<file path="src/asbp_pkg.sv">
// Constants shared by the async byte-wide static memory host controller.
// Assumes a 100 MHz core clock; all memory timing is expressed in cycles of it.
package asbp_pkg;
   // ----------------------------------------
   // Clock and geometry
   // ----------------------------------------
   localparam int CLK_PERIOD_NS = 10;
   localparam int ADDR_WIDTH = 17;
   localparam int DATA_WIDTH = 8;
   // ----------------------------------------
   // Pin timing, in the units printed
   // ----------------------------------------
   localparam int POWERUP_WAIT_US = 100;
   localparam int READ_CYCLE_NS = 10;
   localparam int ADDR_TO_DATA_NS = 10;
   localparam int WRITE_PULSE_NS = 8;
   localparam int STROBE_TO_FLOAT_DELAY_NS = 5;
   localparam int DATA_SETUP_TO_WRITE_END_NS = 5;
   // ----------------------------------------
   // Derived cycle counts (least times round up)
   // ----------------------------------------
   localparam int POWERUP_WAIT_CYC = (POWERUP_WAIT_US * 1000 + CLK_PERIOD_NS - 1) / CLK_PERIOD_NS;
   localparam int READ_CYC = (ADDR_TO_DATA_NS + CLK_PERIOD_NS - 1) / CLK_PERIOD_NS + 1;
   localparam int WRITE_PULSE_CYC =
      ((STROBE_TO_FLOAT_DELAY_NS + DATA_SETUP_TO_WRITE_END_NS > WRITE_PULSE_NS ?
        STROBE_TO_FLOAT_DELAY_NS + DATA_SETUP_TO_WRITE_END_NS : WRITE_PULSE_NS)
       + CLK_PERIOD_NS - 1) / CLK_PERIOD_NS;
   localparam int CNT_WIDTH = 14;
   typedef enum logic [2:0] {
      ASBP_POWERUP,
      ASBP_IDLE,
      ASBP_RD,
      ASBP_WR_SETUP,
      ASBP_WR_PULSE,
      ASBP_WR_HOLD
   } asbp_state_e;
endpackage

</file>
<file path="src/asbp_host.sv">
// Host-side controller for a byte-wide asynchronous static memory.
// Assumes the memory pins are wired directly; the bench resolves the shared data wire.
`timescale 1ns/1ps
`default_nettype none
// Function
// - Hold off all accesses until the supply has settled for the power-up wait.
// - Write starts with both select and strobe low; strobe rising ends it.
// - Write data stands stable before and after the strobe edge ending the write.
// - Strobe pulse covers output float delay plus data setup time.
// - Write strobe stays high throughout every read.
// - Address is valid no later than chip select falling for reads.
// - Host never drives the data lines while the memory may drive them.
// - Wait at least 100 microseconds after power before the first access.
module asbp_host
   import asbp_pkg::*;
#(
   parameter int POWERUP_CYCLES = POWERUP_WAIT_CYC
) (
   // Clock and reset
   input wire logic core_clk,
   input wire logic nrst,
   input wire logic clkEn,
   // Request side
   input wire logic reqValid,
   input wire logic reqWrite,
   input wire logic [ADDR_WIDTH-1:0] reqAddr,
   input wire logic [DATA_WIDTH-1:0] reqWdata,
   output logic reqReady,
   output logic rspValid,
   output logic [DATA_WIDTH-1:0] rspRdata,
   // Memory pins
   output logic [ADDR_WIDTH-1:0] memAddr,
   output logic memChipSelN,
   output logic memOutEnN,
   output logic memWrStrobeN,
   input wire logic [DATA_WIDTH-1:0] dataLinesIn,
   output logic [DATA_WIDTH-1:0] dataLinesOut,
   output logic dataLinesOe
);
   // ----------------------------------------
   // State
   // ----------------------------------------
   asbp_state_e state_reg;
   logic [CNT_WIDTH-1:0] cnt_reg;
   logic [DATA_WIDTH-1:0] dataSync1_reg;
   logic [DATA_WIDTH-1:0] dataSync2_reg;
   logic cntDone;
   logic [CNT_WIDTH-1:0] strobeLowCnt_reg;

   assign cntDone = (cnt_reg == '0);

   // Data pins come from outside the clock domain; double register them
   // Bits may skew by a cycle; the read window waits for them to settle
   always_ff @(posedge core_clk or negedge nrst) begin
      if (!nrst) begin
         dataSync1_reg <= 8'h00;
         dataSync2_reg <= 8'h00;
      end else if (clkEn) begin
         dataSync1_reg <= dataLinesIn;
         dataSync2_reg <= dataSync1_reg;
      end
   end

   // ----------------------------------------
   // Sequencer
   // ----------------------------------------
   always_ff @(posedge core_clk or negedge nrst) begin
      if (!nrst) begin
         state_reg <= ASBP_POWERUP;
         cnt_reg <= CNT_WIDTH'(POWERUP_CYCLES - 1);
      end else if (clkEn) begin
         unique case (state_reg)
            ASBP_POWERUP: begin
               if (cntDone) begin
                  state_reg <= ASBP_IDLE;
               end else begin
                  cnt_reg <= cnt_reg - 1'b1;
               end
            end
            ASBP_IDLE: begin
               if (reqValid) begin
                  // Extra sync delay lets read data pass the two flops
                  cnt_reg <= reqWrite ? CNT_WIDTH'(0) : CNT_WIDTH'(READ_CYC + 1);
                  state_reg <= reqWrite ? ASBP_WR_SETUP : ASBP_RD;
               end
            end
            ASBP_RD: begin
               if (cntDone) begin
                  state_reg <= ASBP_IDLE;
               end else begin
                  cnt_reg <= cnt_reg - 1'b1;
               end
            end
            ASBP_WR_SETUP: begin
               cnt_reg <= CNT_WIDTH'(WRITE_PULSE_CYC - 1);
               state_reg <= ASBP_WR_PULSE;
            end
            ASBP_WR_PULSE: begin
               if (cntDone) begin
                  state_reg <= ASBP_WR_HOLD;
               end else begin
                  cnt_reg <= cnt_reg - 1'b1;
               end
            end
            ASBP_WR_HOLD: begin
               state_reg <= ASBP_IDLE;
            end
            // Unused codes fall back to idle rather than lock up
            default: begin
               state_reg <= ASBP_IDLE;
            end
         endcase
      end
   end

   // ----------------------------------------
   // Pins
   // ----------------------------------------
   // Strobe rises a cycle before select so the write never ends on both edges at once
   always_ff @(posedge core_clk or negedge nrst) begin
      if (!nrst) begin
         memAddr <= '0;
         memChipSelN <= 1'b1;
         memOutEnN <= 1'b1;
         memWrStrobeN <= 1'b1;
         dataLinesOut <= 8'h00;
         dataLinesOe <= 1'b0;
      end else if (clkEn) begin
         if (state_reg == ASBP_IDLE && reqValid) begin
            // Address set on the same edge that select falls
            memAddr <= reqAddr;
            dataLinesOut <= reqWdata;
            memChipSelN <= 1'b0;
            memOutEnN <= reqWrite;
            memWrStrobeN <= 1'b1;
            dataLinesOe <= 1'b0;
         end else if (state_reg == ASBP_WR_SETUP) begin
            // Output enable is high, so the memory is already floating
            memWrStrobeN <= 1'b0;
            dataLinesOe <= 1'b1;
         end else if (state_reg == ASBP_WR_PULSE && cntDone) begin
            // Strobe ends the write; select and data held one more cycle
            memWrStrobeN <= 1'b1;
         end else if (state_reg == ASBP_WR_HOLD || (state_reg == ASBP_RD && cntDone)) begin
            memChipSelN <= 1'b1;
            memOutEnN <= 1'b1;
            dataLinesOe <= 1'b0;
         end
      end
   end

   // ----------------------------------------
   // Request handshake
   // ----------------------------------------
   always_ff @(posedge core_clk or negedge nrst) begin
      if (!nrst) begin
         reqReady <= 1'b0;
         rspValid <= 1'b0;
         rspRdata <= 8'h00;
      end else if (clkEn) begin
         reqReady <= (state_reg == ASBP_IDLE && !reqValid) || state_reg == ASBP_WR_HOLD ||
                     (state_reg == ASBP_RD && cntDone) || (state_reg == ASBP_POWERUP && cntDone);
         rspValid <= (state_reg == ASBP_RD && cntDone) || state_reg == ASBP_WR_HOLD;
         // Read byte stands until the next read completes
         if (state_reg == ASBP_RD && cntDone) begin
            rspRdata <= dataSync2_reg;
         end
      end
   end

   // ----------------------------------------
   // Strobe width tracking
   // ----------------------------------------
   // Counts enabled cycles with the strobe low; a frozen clock only lengthens the real pulse
   always_ff @(posedge core_clk or negedge nrst) begin
      if (!nrst) begin
         strobeLowCnt_reg <= '0;
      end else if (clkEn) begin
         strobeLowCnt_reg <= memWrStrobeN ? '0 : strobeLowCnt_reg + 1'b1;
      end
   end

   // ----------------------------------------
   // Checks
   // ----------------------------------------
   AST_READ_STROBE_HIGH: assert property (@(posedge core_clk) disable iff (!nrst)
      (!memOutEnN) |-> memWrStrobeN) else $error("Strobe low during read");
   AST_NO_DRIVE_WHILE_OE: assert property (@(posedge core_clk) disable iff (!nrst)
      dataLinesOe |-> memOutEnN) else $error("Host drives while memory may drive");
   AST_STROBE_NEEDS_SELECT: assert property (@(posedge core_clk) disable iff (!nrst)
      (!memWrStrobeN) |-> !memChipSelN) else $error("Strobe without select");
   AST_DATA_HOLD: assert property (@(posedge core_clk) disable iff (!nrst)
      ($rose(memWrStrobeN) && clkEn) |-> (dataLinesOe && !memChipSelN && $stable(dataLinesOut)))
      else $error("Data not held at write end");
   AST_ADDR_STABLE_WR: assert property (@(posedge core_clk) disable iff (!nrst)
      (!memChipSelN && !$fell(memChipSelN)) |-> $stable(memAddr)) else $error("Address moved while selected");
   AST_NO_EARLY_ACCESS: assert property (@(posedge core_clk) disable iff (!nrst)
      (state_reg == ASBP_POWERUP) |-> memChipSelN) else $error("Access before power-up wait");
   AST_PULSE_WIDTH: assert property (@(posedge core_clk) disable iff (!nrst)
      $rose(memWrStrobeN) |-> (strobeLowCnt_reg >= CNT_WIDTH'(WRITE_PULSE_CYC))) else $error("Write strobe too short");
   AST_FLOAT_BEFORE_DRIVE: assert property (@(posedge core_clk) disable iff (!nrst)
      $rose(dataLinesOe) |-> $past(memOutEnN)) else $error("Host drives before memory output is off");
   AST_STROBE_ENDS_WRITE: assert property (@(posedge core_clk) disable iff (!nrst)
      $rose(memChipSelN) |-> $past(memWrStrobeN)) else $error("Select rose with strobe still low");
   AST_WRITE_OUTPUTS_OFF: assert property (@(posedge core_clk) disable iff (!nrst)
      (!memWrStrobeN) |-> memOutEnN) else $error("Output enable low during write");
   AST_IDLE_DESELECTED: assert property (@(posedge core_clk) disable iff (!nrst)
      (state_reg == ASBP_IDLE) |-> memChipSelN) else $error("Memory selected while idle");
   AST_READ_NEEDS_SELECT: assert property (@(posedge core_clk) disable iff (!nrst)
      (!memOutEnN) |-> !memChipSelN) else $error("Output enable low without select");
   AST_DRIVE_ONLY_IN_WRITE: assert property (@(posedge core_clk) disable iff (!nrst)
      dataLinesOe |-> !memChipSelN) else $error("Data driven while deselected");
endmodule
`default_nettype wire

</file>
<file path="config.mk">
export PLATFORM = sky130hd
export DESIGN_NAME = asbp_host
export DESIGN_NICKNAME = d
export VERILOG_FILES = /design/src/asbp_pkg.sv /design/src/asbp_host.sv
export SDC_FILE = /design/constraint.sdc
export NUM_CORES = 1
export LEC_CHECK = 0
export BUFFER_PORTS_ARGS = -buffer_cell sky130_fd_sc_hd__buf_2
export CAP_MARGIN = 20
export CORE_MARGIN = 2
export CORE_UTILIZATION = 57
export DETAILED_ROUTE_END_ITERATION = 6
export PLACE_DENSITY = 0.88
export SYNTH_ARGS = -nofsm -noshare
export SYNTH_HDL_FRONTEND = slang
export SYNTH_SLANG_ARGS = --single-unit
</file>
<file path="constraint.sdc">
create_clock -name core_clk -period 3.3 [get_ports core_clk]
set_input_delay 0.66 -clock core_clk [delete_from_list [all_inputs] [get_ports core_clk]]
set_output_delay 0.66 -clock core_clk [all_outputs]
set_load 0.05 [all_outputs]
</file>
==> impl_metrics.csv <==
group,metric,value,unit
outcome,status,"completed",
synthesis,synth_cell_type_count,48,
worst_setup_path,r2r-end,"cnt_reg[13]",
worst_setup_path,cp.arrival,2.62,ns
timing,fmax,0.420,GHz
global_route,grt_start_max_net_pins,73,
detailed_routing,drcViolationCount,0,
clock_network,post_cts_buffers,0,
synthesis,synthAdderAreaFrac,0.397,%
cells_and_area,drive_above_1_share,48.1,%
floorplanning,die_area,0.00614,sq mm
cells_and_area,fillers,367,
synthesis,async_flop_share,100,%
timing,setup_viol,0,
floorplanning,start_util,57.9,%
synthesis,ys_ff_latch,72,
cells_and_area,regArea,0.00182,sq mm
synthesis,synth_edf_count,0,
timing,slew_violations,0,
pwr,leakage,0.00180,uW
floorplanning,die_w,78.4,microns
synthesis,synth_mux_area_share,17.5,%
detailed_routing,vias_per_cell,5.74,
detailed_routing,vias,2336,
timing,rsz0062_at_grt,"no",
clock_network,tritoncts,"done",
worst_setup_path,cp.required,3.54,ns
worst_setup_path,r2r_slack,0.92,ns
synthesis,syn_inst,251,
clock_network,clk_latency,0.34,ns
worst_hold_path,worstHoldEndpoint,"cnt_reg[9]",
global_route,grt_antenna_before_repair,0,
global_route,grt.overflow.total,0,
worst_hold_path,min_path_type,"reg -> reg",
worst_setup_path,r2r_cells,4,
pwr,power_frac_comb,44.9,%
pwr,pwr_density_cell,1040,mW/mm^2
synthesis,ys.warnings.count,0,
clock_network,postCtsHoldBufs,0,
timing,fin_tns_setup,0,ns
job,drv_cap,0,
cells_and_area,diodes,0,
place,placed_cells,391,
place,hpwl,4.52,mm
floorplanning,die-height,78.4,microns
worst_setup_path,timing.rr.start,"state_reg[1]",
cells_and_area,multi_input_area,0.00127,sq mm
cells_and_area,final_common_cell,"buf_2",
worst_hold_path,hold_start,"cnt_reg[9]",
floorplanning,core-area,0.00544,sq mm
floorplanning,rows,27,
clock_network,cts.sink_count,72,
synthesis,yosysSeqAreaShare,57.6,%
cells_and_area,finalNetCount,369,
cells_and_area,instances_no_fill,407,
place,portBuffers,76,
clock_network,cts_buffers,9,
pwr,peakVddDrop,0.718,mV
timing,fin_crit_sh,72.2,%
cells_and_area,final_area,0.00380,sq mm
place,placed_area,0.00360,sq mm
detailed_routing,detail-route-antenna-nets,0,
clock_network,clockBufferDepth,2,
timing,tightestPinTransition,0.902,ns
global_route,grt.total_usage,22.2,%
synthesis,syn_nets,290,
timing,setup_ws,0.919,ns
pwr,seq_power_share,37.5,%
worst_setup_path,end_kind,"register",
synthesis,synthFlopType,"dfrtp_1",
clock_network,h-tree-depth,3,
cells_and_area,final_cell_mix,"buf_2 (76), dfrtp_1 (61), mux2_2 (49)",
global_route,grt_pass1_vias,2316,
synthesis,synthSimpleGateAreaFrac,10.4,%
synthesis,syn_area,0.00315,sq mm
detailed_routing,drt_iter0_markers,221,
worst_setup_path,worstPathMaxFanout,16,
synthesis,synth_top_family_by_area,"multiplexers",
worst_setup_path,startpoint_type,"register",
cells_and_area,largest_reg_flops,17,
synthesis,synth.avg_cell_area,12.6,sq um
clock_network,cts_root_buf,"clkbuf_8",
timing,hold_viol_final,0,
pwr,p_switching,1790,uW
floorplanning,ios,77,
cells_and_area,area_growth,20.5,%
timing,final.min_clock_period,2.38,ns
timing,relSlewSlack,39.5,%
clock_network,cts_resized,0,
detailed_routing,wl_per_cell,15.7,microns
synthesis,yosys.area_share.xor_xnor,0.834,%
pwr,internal_power,2160,uW
detailed_routing,firstDrtPassIters,4,
detailed_routing,wl,6.38,mm
worst_hold_path,hold_depth,2,
timing,skew,0.00920,ns
global_route,grt_pass1_wl,10.5,mm
clock_network,clk_pin_slew,0.07,ns
worst_setup_path,criticalPathCategory,"reg -> reg",
place,place.gp.congestion,0.895,
synthesis,synth_compound_area_share,11.1,%
pwr,p_sw_share,45.3,%
place,dp_slack,0.949,ns
pwr,pwr-share-clk,17.6,%
==> cells by family after synthesis <==
family          after synthesis
xor+xnor                      3
fa+ha+maj                     1
flops                        72
simple gates                 57
compound gates               51
buf+inv                      18
mux                          49
==> area by class of cell <==
| cell class | instances | share of cell area [%] |
|---|---|---|
| flip-flops and latches | 72 | 47.8 |
| clock inverters | 4 | 1.38 |
| multi-input cells | 161 | 33.3 |
| well taps | 72 | 2.37 |
| clock buffers | 12 | 3.82 |
| repair buffers | 79 | 10.6 |
| inverters | 7 | 0.692 |
==> critical path: stages, from the launching register on <==
cell and delay [ns]:
dfrtp_1 0.56, a21oi_1 0.74, nand2_1 0.16, or3_2 0.55
o41ai_1 0.27
==> metal layers <==
| layer | vias up | GRT usage, % | share of wire (%) |
|---|---|---|---|
| met4 | 0 | 13.2 | 2.3 |
| met3 | 16 | 6.09 | 8.7 |
| met1 | 1135 | 28.1 | 40 |
| li1 | 1075 | - | - |
| met2 | 110 | 34.2 | 49 |
| met5 | - | 0 | 0 |
==> power by group through the flow <==
stage	clock, uW	sequential [uW]	combinational [uW]
finish	695	1480	1770
global route	742	1520	1890
CTS	709	1480	1780
detailed placement	0	1490	1770
global placement	0	1470	1730
floorplan	0	2130	705
==> worst max-delay path by stage <==
stage | start | to | slack [ns] | cells past startpoint
2_1_floorplan | cnt_reg[0] | cnt_reg[13] | 1.16 | 8
3_3_place_gp | reqValid | cnt_reg[4] | 1.02 | 6
3_5_place_dp | reqValid | cnt_reg[6] | 0.95 | 6
4_1_cts | state_reg[1] | cnt_reg[13] | 0.96 | 4
5_1_grt | state_reg[1] | cnt_reg[13] | 0.73 | 4
6_report | state_reg[1] | cnt_reg[13] | 0.92 | 4
==> synthesized netlist by cell type, types with 2 or more instances <==
master	number	area share [%]
dfrtp_1	61	48
mux2_2	49	18
nor2_1	18	2.1
dfstp_2	11	9.2
o21ai_0	11	1.7
a21oi_1	10	1.6
clkbuf_1	8	0.95
nand2_1	8	0.95
inv_1	7	0.83
a21o_1	5	1.2
nor2b_1	4	0.79
nor4_1	4	0.79
or3_1	4	0.79
a2111oi_0	3	0.83
nand3_1	3	0.48
nor3_1	3	0.48
xnor2_1	3	0.83
a22oi_1	2	0.48
buf_2	2	0.32
nand2b_1	2	0.40
nor3b_1	2	0.48
o22a_1	2	0.56
o31ai_1	2	0.48
o41ai_1	2	0.56
or3_2	2	0.48
==> per-stage QoR <==
step	hold slack [ns]	power (uW)	utilization, %
3_3_place_gp	0.480	3190	66.2
2_1_floorplan	0.364	2840	-
4_1_cts	0.503	3960	69.8
6_report	0.504	3940	69.8
5_1_grt	0.517	4150	69.8
3_5_place_dp	0.490	3260	66.2
No activity file was read; power rests on OpenSTA's default activity.
